### config.mk
export PLATFORM = sky130hd
export DESIGN_NAME = iopes_top
export DESIGN_NICKNAME = d
export VERILOG_FILES = /design/src/shared/iopes_pkg.sv /design/src/hw/iopes_top.sv
export SDC_FILE = /design/constraint.sdc
export NUM_CORES = 1
export LEC_CHECK = 0
export BUFFER_PORTS_ARGS = -buffer_cell sky130_fd_sc_hd__buf_2
export CORE_UTILIZATION = 60
export CTS_CLUSTER_SIZE = 16
export DETAILED_ROUTE_END_ITERATION = 7
export HOLD_SLACK_MARGIN = 0.12
export PLACE_DENSITY = 0.8
export SYNTH_ARGS = -nofsm -noshare
export SYNTH_HDL_FRONTEND = slang
export SYNTH_SLANG_ARGS = --single-unit
### constraint.sdc
create_clock -name clk -period 8.3 [get_ports clk]
set_input_delay 0.83 -clock clk [delete_from_list [all_inputs] [get_ports clk]]
set_output_delay 0.83 -clock clk [all_outputs]
set_load 0.01 [all_outputs]
### src/shared/iopes_pkg.sv
// Package for the I/O ring-port performance event selector
package iopes_pkg;
    // ========================================
    // Control field layout
    localparam int CTL_EV_LSB    = 0;
    localparam int CTL_UMASK_LSB = 8;
    localparam int CTL_W         = 16;
    localparam int NUM_CTRS      = 2;
    localparam int OCC_W         = 8;
    localparam int INC_W         = 8;
    localparam int NUM_SRC       = 4;
    localparam int SRC_W         = 2;
    // ========================================
    // Per-cycle maxima
    localparam logic [7:0] MAX_ONE   = 8'h01;
    localparam logic [7:0] MAX_QUEUE = 8'h18;
    localparam logic [7:0] MAX_CACHE = 8'h80;
    // ========================================
    // Register map of the plain port
    localparam logic [3:0] ADDR_CTL0   = 4'h0;
    localparam logic [3:0] ADDR_CTL1   = 4'h1;
    localparam logic [3:0] ADDR_FILTER = 4'h2;
    localparam logic [3:0] ADDR_INC0   = 4'h3;
    localparam logic [3:0] ADDR_INC1   = 4'h4;
    localparam logic [15:0] CTL_RESET  = 16'h0000;
    // ========================================
    // Event codes
    localparam logic [7:0] EV_CLOCK      = 8'h00;
    localparam logic [7:0] EV_INS_RESP   = 8'h01;
    localparam logic [7:0] EV_INS_NCB    = 8'h02;
    localparam logic [7:0] EV_INS_NCS    = 8'h03;
    localparam logic [7:0] EV_FULL_RESP  = 8'h04;
    localparam logic [7:0] EV_FULL_NCS   = 8'h06;
    localparam logic [7:0] EV_OCC_RESP   = 8'h07;
    localparam logic [7:0] EV_OCC_NCS    = 8'h09;
    localparam logic [7:0] EV_ACK_INS    = 8'h0a;
    localparam logic [7:0] EV_ACK_FULL   = 8'h0b;
    localparam logic [7:0] EV_ACK_OCC    = 8'h0c;
    localparam logic [7:0] EV_OUT_REQ    = 8'h0d;
    localparam logic [7:0] EV_OUT_NCB    = 8'h0e;
    localparam logic [7:0] EV_OUT_NCS    = 8'h0f;
    localparam logic [7:0] EV_C_READ     = 8'h10;
    localparam logic [7:0] EV_C_WRITE    = 8'h11;
    localparam logic [7:0] EV_C_TOTAL    = 8'h12;
    localparam logic [7:0] EV_C_OWN      = 8'h13;
    localparam logic [7:0] EV_C_ACKPEND  = 8'h14;
    localparam logic [7:0] EV_ADDR_MATCH = 8'h17;
    localparam logic [7:0] EV_ADDR_STALL = 8'h18;
    localparam logic [7:0] EV_DATA_STALL = 8'h19;
    localparam logic [7:0] UM_ANY        = 8'h01;
    localparam logic [7:0] UM_SOURCE     = 8'h02;
    // ========================================
    // Unit status bundle, one cycle's view
    typedef struct packed {
        logic [2:0]       ins;        // Data ingress inserts per class
        logic [2:0]       full;       // Data ingress full per class
        logic [2:0][4:0]  occ;        // Data ingress occupancy per class
        logic             ack_ins;
        logic             ack_full;
        logic [4:0]       ack_occ;
        logic             out_req;
        logic [1:0]       out_ins;
        logic             addr_stall;
        logic             data_stall;
        logic             conflict_stall;
        logic             conflict_merge;
    } iopes_ev_t;
    // Write-cache tracker events per source port
    typedef struct packed {
        logic [NUM_SRC-1:0] rd_issue;
        logic [NUM_SRC-1:0] rd_done;
        logic [NUM_SRC-1:0] wr_issue;
        logic [NUM_SRC-1:0] own_ack;
        logic [NUM_SRC-1:0] wr_done;
        logic [NUM_SRC-1:0][2:0] tickle_rel;
    } iopes_wc_t;
    typedef struct packed {
        logic [NUM_SRC-1:0][OCC_W-1:0] rd;
        logic [NUM_SRC-1:0][OCC_W-1:0] own;
        logic [NUM_SRC-1:0][OCC_W-1:0] ack;
        logic [NUM_CTRS-1:0][CTL_W-1:0] ctl;
        logic [SRC_W-1:0]              src_sel;
        logic [NUM_CTRS-1:0][INC_W-1:0] inc;
        logic [31:0]                    rdata;
    } iopes_state_t;
endpackage : iopes_pkg

### src/hw/iopes_top.sv
// Event selector: maps event code and umask onto a per-cycle counter increment
//
// Contract
// - Events exist only on counters 0 and 1, chosen by 8-bit code.
// - Codes 01-03 count data ingress inserts per class, at most 1.
// - 04-06 count full cycles; 07-09 add occupancy, at most 24.
// - 0d reports outbound request occupancy; 0e, 0f outbound data inserts.
// - Write-cache codes 10-14 may add up to 128 per cycle.
// - Code 17 counts inbound writes matching an address in the cache.
// - Umask bit 0 on 17 counts conflict stalls.
// - Code 14 adds writes holding ownership without delivered data.
// - Ack-pending rises on ack, falls on data return or tickle release.
// - One tickle may drop ack-pending by several writes at once.
// - Code 13 adds writes acquiring ownership; up on issue, down on data.
// - Umask 01 on cache events selects every source port.
// - Umask 02 selects the one filtered source queue only.
// - 18 and 19 count address and data egress credit stalls.
// - Code 00 adds one every unit clock.
// - Control holds event code in bits 7:0 and umask in 15:8.
`timescale 1ns/1ns
`default_nettype none
module iopes_top
    import iopes_pkg::*;
(
    // Clock and reset
    input  wire logic                       clk,
    input  wire logic                       rst_n,
    // Register port
    input  wire logic [3:0]                 addr,
    input  wire logic [31:0]                wdata,
    input  wire logic                       wr_en,
    input  wire logic                       rd_en,
    output logic      [31:0]                rdata,
    // Unit status
    input  wire iopes_ev_t                  ev,
    input  wire iopes_wc_t                  wc,
    // Counter increments, counter 0 and 1
    output logic      [NUM_CTRS-1:0][INC_W-1:0] ctr_inc
);
    iopes_state_t s_reg;
    iopes_state_t s_next;

    // ========================================
    // Helpers
    function automatic logic [7:0] sat(input logic [9:0] v, input logic [7:0] mx);
        sat = (v > {2'b00, mx}) ? mx : v[7:0];
    endfunction : sat

    function automatic logic [OCC_W-1:0] trk(input logic [OCC_W-1:0] v,
                                             input logic up, input logic [2:0] dn);
        logic [OCC_W:0] t;
        t = {1'b0, v} + {{OCC_W{1'b0}}, up};
        trk = (t > {6'd0, dn}) ? OCC_W'(t - {6'd0, dn}) : '0;
    endfunction : trk

    function automatic logic [9:0] pick(input logic [NUM_SRC-1:0][OCC_W-1:0] a,
                                        input logic [7:0] um, input logic [SRC_W-1:0] sel);
        logic [9:0] acc;
        acc = '0;
        if (um == UM_SOURCE) begin
            acc = {2'b00, a[sel]};
        end else if (um == UM_ANY) begin
            for (int i = 0; i < NUM_SRC; i++) begin
                acc = acc + {2'b00, a[i]};
            end
        end
        pick = acc;
    endfunction : pick

    // ========================================
    // Next-state logic
    always_comb begin
        logic [7:0] code;
        logic [7:0] um;
        logic [9:0] raw;
        logic [7:0] mx;
        code = '0;
        um = '0;
        raw = '0;
        mx = '0;
        s_next = s_reg;
        s_next.rdata = '0;
        // Trackers per source; clamp at zero guards a lost increment
        for (int i = 0; i < NUM_SRC; i++) begin
            s_next.rd[i] = trk(s_reg.rd[i], wc.rd_issue[i], {2'b00, wc.rd_done[i]});
            s_next.own[i] = trk(s_reg.own[i], wc.wr_issue[i],
                                {2'b00, wc.wr_done[i]});
            s_next.ack[i] = trk(s_reg.ack[i], wc.own_ack[i],
                                wc.tickle_rel[i] + {2'b00, wc.wr_done[i]});
        end
        // Register writes
        if (wr_en) begin
            case (addr)
                ADDR_CTL0:   s_next.ctl[0] = wdata[CTL_W-1:0];
                ADDR_CTL1:   s_next.ctl[1] = wdata[CTL_W-1:0];
                ADDR_FILTER: s_next.src_sel = wdata[SRC_W-1:0];
                default: ;
            endcase
        end
        // Register reads, answered next cycle
        if (rd_en) begin
            case (addr)
                ADDR_CTL0:   s_next.rdata = {16'h0000, s_reg.ctl[0]};
                ADDR_CTL1:   s_next.rdata = {16'h0000, s_reg.ctl[1]};
                ADDR_FILTER: s_next.rdata = {30'd0, s_reg.src_sel};
                ADDR_INC0:   s_next.rdata = {24'd0, s_reg.inc[0]};
                ADDR_INC1:   s_next.rdata = {24'd0, s_reg.inc[1]};
                default:     s_next.rdata = '0;
            endcase
        end
        // Event mux per counter; only two counters exist
        for (int c = 0; c < NUM_CTRS; c++) begin
            code = s_reg.ctl[c][CTL_UMASK_LSB-1:CTL_EV_LSB];
            um = s_reg.ctl[c][CTL_W-1:CTL_UMASK_LSB];
            raw = '0;
            mx = MAX_ONE;
            case (code)
                EV_CLOCK:      raw = 10'd1;
                EV_INS_RESP, EV_INS_NCB, EV_INS_NCS:
                    raw = {9'd0, ev.ins[code[1:0] - 2'd1]};
                EV_FULL_RESP, 8'h05, EV_FULL_NCS:
                    raw = {9'd0, ev.full[2'(code - EV_FULL_RESP)]};
                EV_OCC_RESP, 8'h08, EV_OCC_NCS: begin
                    raw = {5'd0, ev.occ[2'(code - EV_OCC_RESP)]};
                    mx = MAX_QUEUE;
                end
                EV_ACK_INS:    raw = {9'd0, ev.ack_ins};
                EV_ACK_FULL:   raw = {9'd0, ev.ack_full};
                EV_ACK_OCC: begin
                    raw = {5'd0, ev.ack_occ};
                    mx = MAX_QUEUE;
                end
                EV_OUT_REQ:    raw = {9'd0, ev.out_req};
                EV_OUT_NCB:    raw = {9'd0, ev.out_ins[0]};
                EV_OUT_NCS:    raw = {9'd0, ev.out_ins[1]};
                EV_C_READ: begin
                    raw = pick(s_reg.rd, um, s_reg.src_sel);
                    mx = MAX_CACHE;
                end
                EV_C_WRITE: begin
                    raw = pick(s_reg.own, um, s_reg.src_sel)
                        + pick(s_reg.ack, um, s_reg.src_sel);
                    mx = MAX_CACHE;
                end
                EV_C_TOTAL: begin
                    raw = pick(s_reg.rd, um, s_reg.src_sel)
                        + pick(s_reg.own, um, s_reg.src_sel)
                        + pick(s_reg.ack, um, s_reg.src_sel);
                    mx = MAX_CACHE;
                end
                EV_C_OWN: begin
                    raw = pick(s_reg.own, um, s_reg.src_sel);
                    mx = MAX_CACHE;
                end
                EV_C_ACKPEND: begin
                    raw = pick(s_reg.ack, um, s_reg.src_sel);
                    mx = MAX_CACHE;
                end
                EV_ADDR_MATCH:
                    raw = {9'd0, (um[0] & ev.conflict_stall)
                               | (um[1] & ev.conflict_merge)};
                EV_ADDR_STALL: raw = {9'd0, ev.addr_stall};
                EV_DATA_STALL: raw = {9'd0, ev.data_stall};
                default:       raw = '0;
            endcase
            s_next.inc[c] = sat(raw, mx);
        end
    end

    // ========================================
    // State register
    always_ff @(posedge clk or negedge rst_n) begin
        if (!rst_n) begin
            s_reg <= '0;
        end else begin
            s_reg <= s_next;
        end
    end

    assign rdata = s_reg.rdata;
    assign ctr_inc = s_reg.inc;
endmodule : iopes_top
`default_nettype wire

==> impl_summary.txt <==
----------------------------------------------------
[Synth]
  Leading register cell type out of synthesis ... sky130_fd_sc_hd__dfrtp_1
  Sequential-to-total area share from yosys stat ... 23.7%
  Synth unique cells ... 95
  Ranking of synthesized cells by area ... sky130_fd_sc_hd__dfrtp_1 (24%), sky130_fd_sc_hd__ha_1 (10%), sky130_fd_sc_hd__fa_1 (8.6%)
  Count of flip-flops with a built-in enable after synthesis ... 0
  Total of flip-flops plus latches after synthesis ... 162
  Synthesized area ... 17100 sq um
  Post-synth top area share ... 23.7%
  Number of instances in the synthesized netlist ... 1948
  Number of synthesis warnings ... 0
  Syn avg cell area ... 8.77 sq um
  Fraction of registers with async set/reset ... 100%
  Most area-hungry cell type in the Yosys netlist ... sky130_fd_sc_hd__dfrtp_1

[Clocking]
  Clock-pin slew reported for the worst setup and hold paths after clock tree synthesis ... 70 ps
  CTS Buf Count ... 17
  Library cell used as clock root buffer ... sky130_fd_sc_hd__clkbuf_16
  Max H-tree Level ... 4
  Number of instances resized during post-cts repair ... 0
  Number of sinks on the clock net ... 162
  Setup Buffers After CTS ... 0
  TritonCTS clock tree ... built
  Number of buffers on the longest clock path ... 2
  Clock latency at the later pin of the worst-skew pair ... 450 ps
  CTS hold repair buffers ... 0

[Layout]
  Area Growth Syn to Fin ... 7.33%
  Commonest non-fill, non-tap cell in the layout ... sky130_fd_sc_hd__nor2_1
  Post-layout net count ... 2336
  Max reg flops ... 130
  Top library cells by usage in the layout, fill and taps aside ... sky130_fd_sc_hd__nor2_1 (231), sky130_fd_sc_hd__inv_1 (209), sky130_fd_sc_hd__dfrtp_1 (161), sky130_fd_sc_hd__ha_1 (137), sky130_fd_sc_hd__xnor2_1 (132)
  Final instance count without filler cells ... 2410
  Share of final-layout standard cells stronger than drive strength 1 ... 12.9%
  Diodes inserted ... 0

[Die]
  Starting utilization of the core area ... 61.3%
  Height of the chip ... 171 um
  Die Outline Area ... 29200 sq um
  Core footprint ... 27900 sq um
  Count of boundary I/O pins ... 155
  Placement Rows ... 61
  Die X ... 171 um

[Worst hold path]
  Hold/Removal Path Class ... input port to asynchronous set/reset pin

[Timing]
  Fin Clk Skew ... 10.9 ps
  Final hold violation count ... 0
  RSZ-0062 raised after global routing ... no
  Worst-margin pin slew ... 1340 ps
  Final critical-path share of the clock period ... 89.2%
  Setup-violating endpoint count in the final report ... 0
  Relative slew slack ... 9.60%
  Min Clock Period, post-route ... 7400 ps
  Top achievable clock speed ... 135 MHz
  TNS Setup ... 0 ps
  Final max-slew violation count ... 0

[Worst setup path]
  Count of cells along the worst register-to-register path ... 30
  Arrival time reported for the critical path endpoint ... 7710 ps
  Setup slack of the worst register-to-register path ... 900 ps
  Reg2reg end ... ctr_inc[15]$_DFF_PN0_
  Worst path max stage delay ... 530 ps
  Critical path peak fanout ... 8
  Kind of capture point of the worst setup path ... flop
  Slowest cell on the critical path ... sky130_fd_sc_hd__dfrtp_1
  Critical path type ... flop to flop
  Required time reported for the critical path endpoint ... 8610 ps
  Startpoint of the worst register-to-register path ... s_reg[83]$_DFF_PN0_
  Launching element type of the critical path ... flop

[Global routing]
  Largest net degree at the start of global routing ... 86
  Wire length of the first global-routing pass ... 76000 um
  Initial antenna violation count ... 0
  Congestion Overflow GR ... 0
  Global routing usage summed across all routing layers ... 33.6%
  Vias in the first global route ... 14497

[Placed design]
  DP Wirelength ... 37400 um
  Port bufs ... 122
  Placed instance count ... 2378
  RePlAce Congestion ... 0.996

[Routing]
  Met3 wire length ... 3530 um
  Highest routing layer actually used ... met4
  Number of vias in the routed layout ... 15096
  ANT nets after route ... 0
  Aggregate routed wire length ... 47800 um
  Routed metal-1 wire length ... 20300 um
  Post-route DRC violation count ... 0
  Wire length on met2 ... 22200 um
  Number of iterations in the first detailed-routing pass ... 6
  Count of routing violations after the opening detailed-route iteration ... 1597
  Average detailed-routed wire length per instance ... 19.8 um
  Vias per cell ... 6.26

[Run status]
  Result of the run ... complete, no violations

[Job]
  # Max-Cap Violations ... 0

----------------------------------------------------
## critical path: cells and delay by family, from the launching register on
kind	cells	cell delay [ps]
and+or+nand+nor	6	1150
buffers and inverters	5	390
muxes	1	170
DFF	1	530
adders and majority gates	7	2920
AOI/OAI and AO/OA	11	2080
## per-stage QoR
stage,hold slack (ps),cell area (sq um),setup slack (ps),utilization (%)
after global placement,511,17700,1190,63.7
final,455,18300,900,65.8
after CTS,490,18300,988,65.8
after global routing,532,18300,588,65.8
after detailed placement,515,17700,1020,63.7
after floorplan,494,17100,1900,-
## Yosys cell counts, types with 14 or more instances
library cell	instances
sky130_fd_sc_hd__a211oi_1	15
sky130_fd_sc_hd__a21o_1	16
sky130_fd_sc_hd__a21oi_1	91
sky130_fd_sc_hd__a22o_1	22
sky130_fd_sc_hd__a22oi_1	50
sky130_fd_sc_hd__a31oi_1	17
sky130_fd_sc_hd__and2_1	16
sky130_fd_sc_hd__and3_1	29
sky130_fd_sc_hd__buf_4	48
sky130_fd_sc_hd__clkbuf_1	33
sky130_fd_sc_hd__dfrtp_1	162
sky130_fd_sc_hd__fa_1	73
sky130_fd_sc_hd__ha_1	137
sky130_fd_sc_hd__inv_1	209
sky130_fd_sc_hd__mux2_2	45
sky130_fd_sc_hd__mux2i_1	32
sky130_fd_sc_hd__mux4_2	20
sky130_fd_sc_hd__nand2_1	111
sky130_fd_sc_hd__nand3_1	57
sky130_fd_sc_hd__nor2_1	231
sky130_fd_sc_hd__nor2b_1	22
sky130_fd_sc_hd__nor3_1	36
sky130_fd_sc_hd__nor4_1	14
sky130_fd_sc_hd__o21ai_0	60
sky130_fd_sc_hd__o22ai_1	16
sky130_fd_sc_hd__xnor2_1	132
sky130_fd_sc_hd__xor2_1	29
## final cells by class
cell class                 count  area [sq um]
fill                        2267          9520
timing repair buffer         135           714
clock inverter                14           165
multi-input combinational   1494         11700
sequential                   162          4060
clock buffer                  18           429
inverter                     209           785
tap                          378           473
## logic make-up (layout without fill, tap and decap cells)
| logic type | after synthesis | after routing | share of synthesized area [%] |
|---|---|---|---|
| buffers and inverters | 307 | 376 | 8.06 |
| xor gates and xnor gates | 162 | 162 | 8.35 |
| adders and majority gates | 211 | 211 | 18.6 |
| muxes | 100 | 100 | 7.70 |
| DFF | 162 | 162 | 23.7 |
| AOI/OAI and AO/OA | 396 | 396 | 16.0 |
| other | 1 | 16 | 0.0220 |
| and+or+nand+nor | 609 | 609 | 17.4 |
## how the worst max path moves through the flow
stage               slack (ps)                     to                  from
global route               590  ctr_inc[11]$_DFF_PN0_  s_reg[123]$_DFF_PN0_
detailed placement        1020  ctr_inc[11]$_DFF_PN0_   s_reg[83]$_DFF_PN0_
floorplan                 1900  ctr_inc[11]$_DFF_PN0_   s_reg[83]$_DFF_PN0_
CTS                        990  ctr_inc[11]$_DFF_PN0_   s_reg[83]$_DFF_PN0_
global placement          1190  ctr_inc[15]$_DFF_PN0_   s_reg[83]$_DFF_PN0_
finish                     900  ctr_inc[15]$_DFF_PN0_   s_reg[83]$_DFF_PN0_
## metal layers
metal  track usage, %  up-vias
li1                 -     6955
met1             45.1     7307
met2             54.4      719
met3             5.20      115
met4             13.1        0
met5                0        -
Power is left out: the tool's default activity adds up to more than one toggle a clock period on the data nets, which glitch-free logic cannot reach.
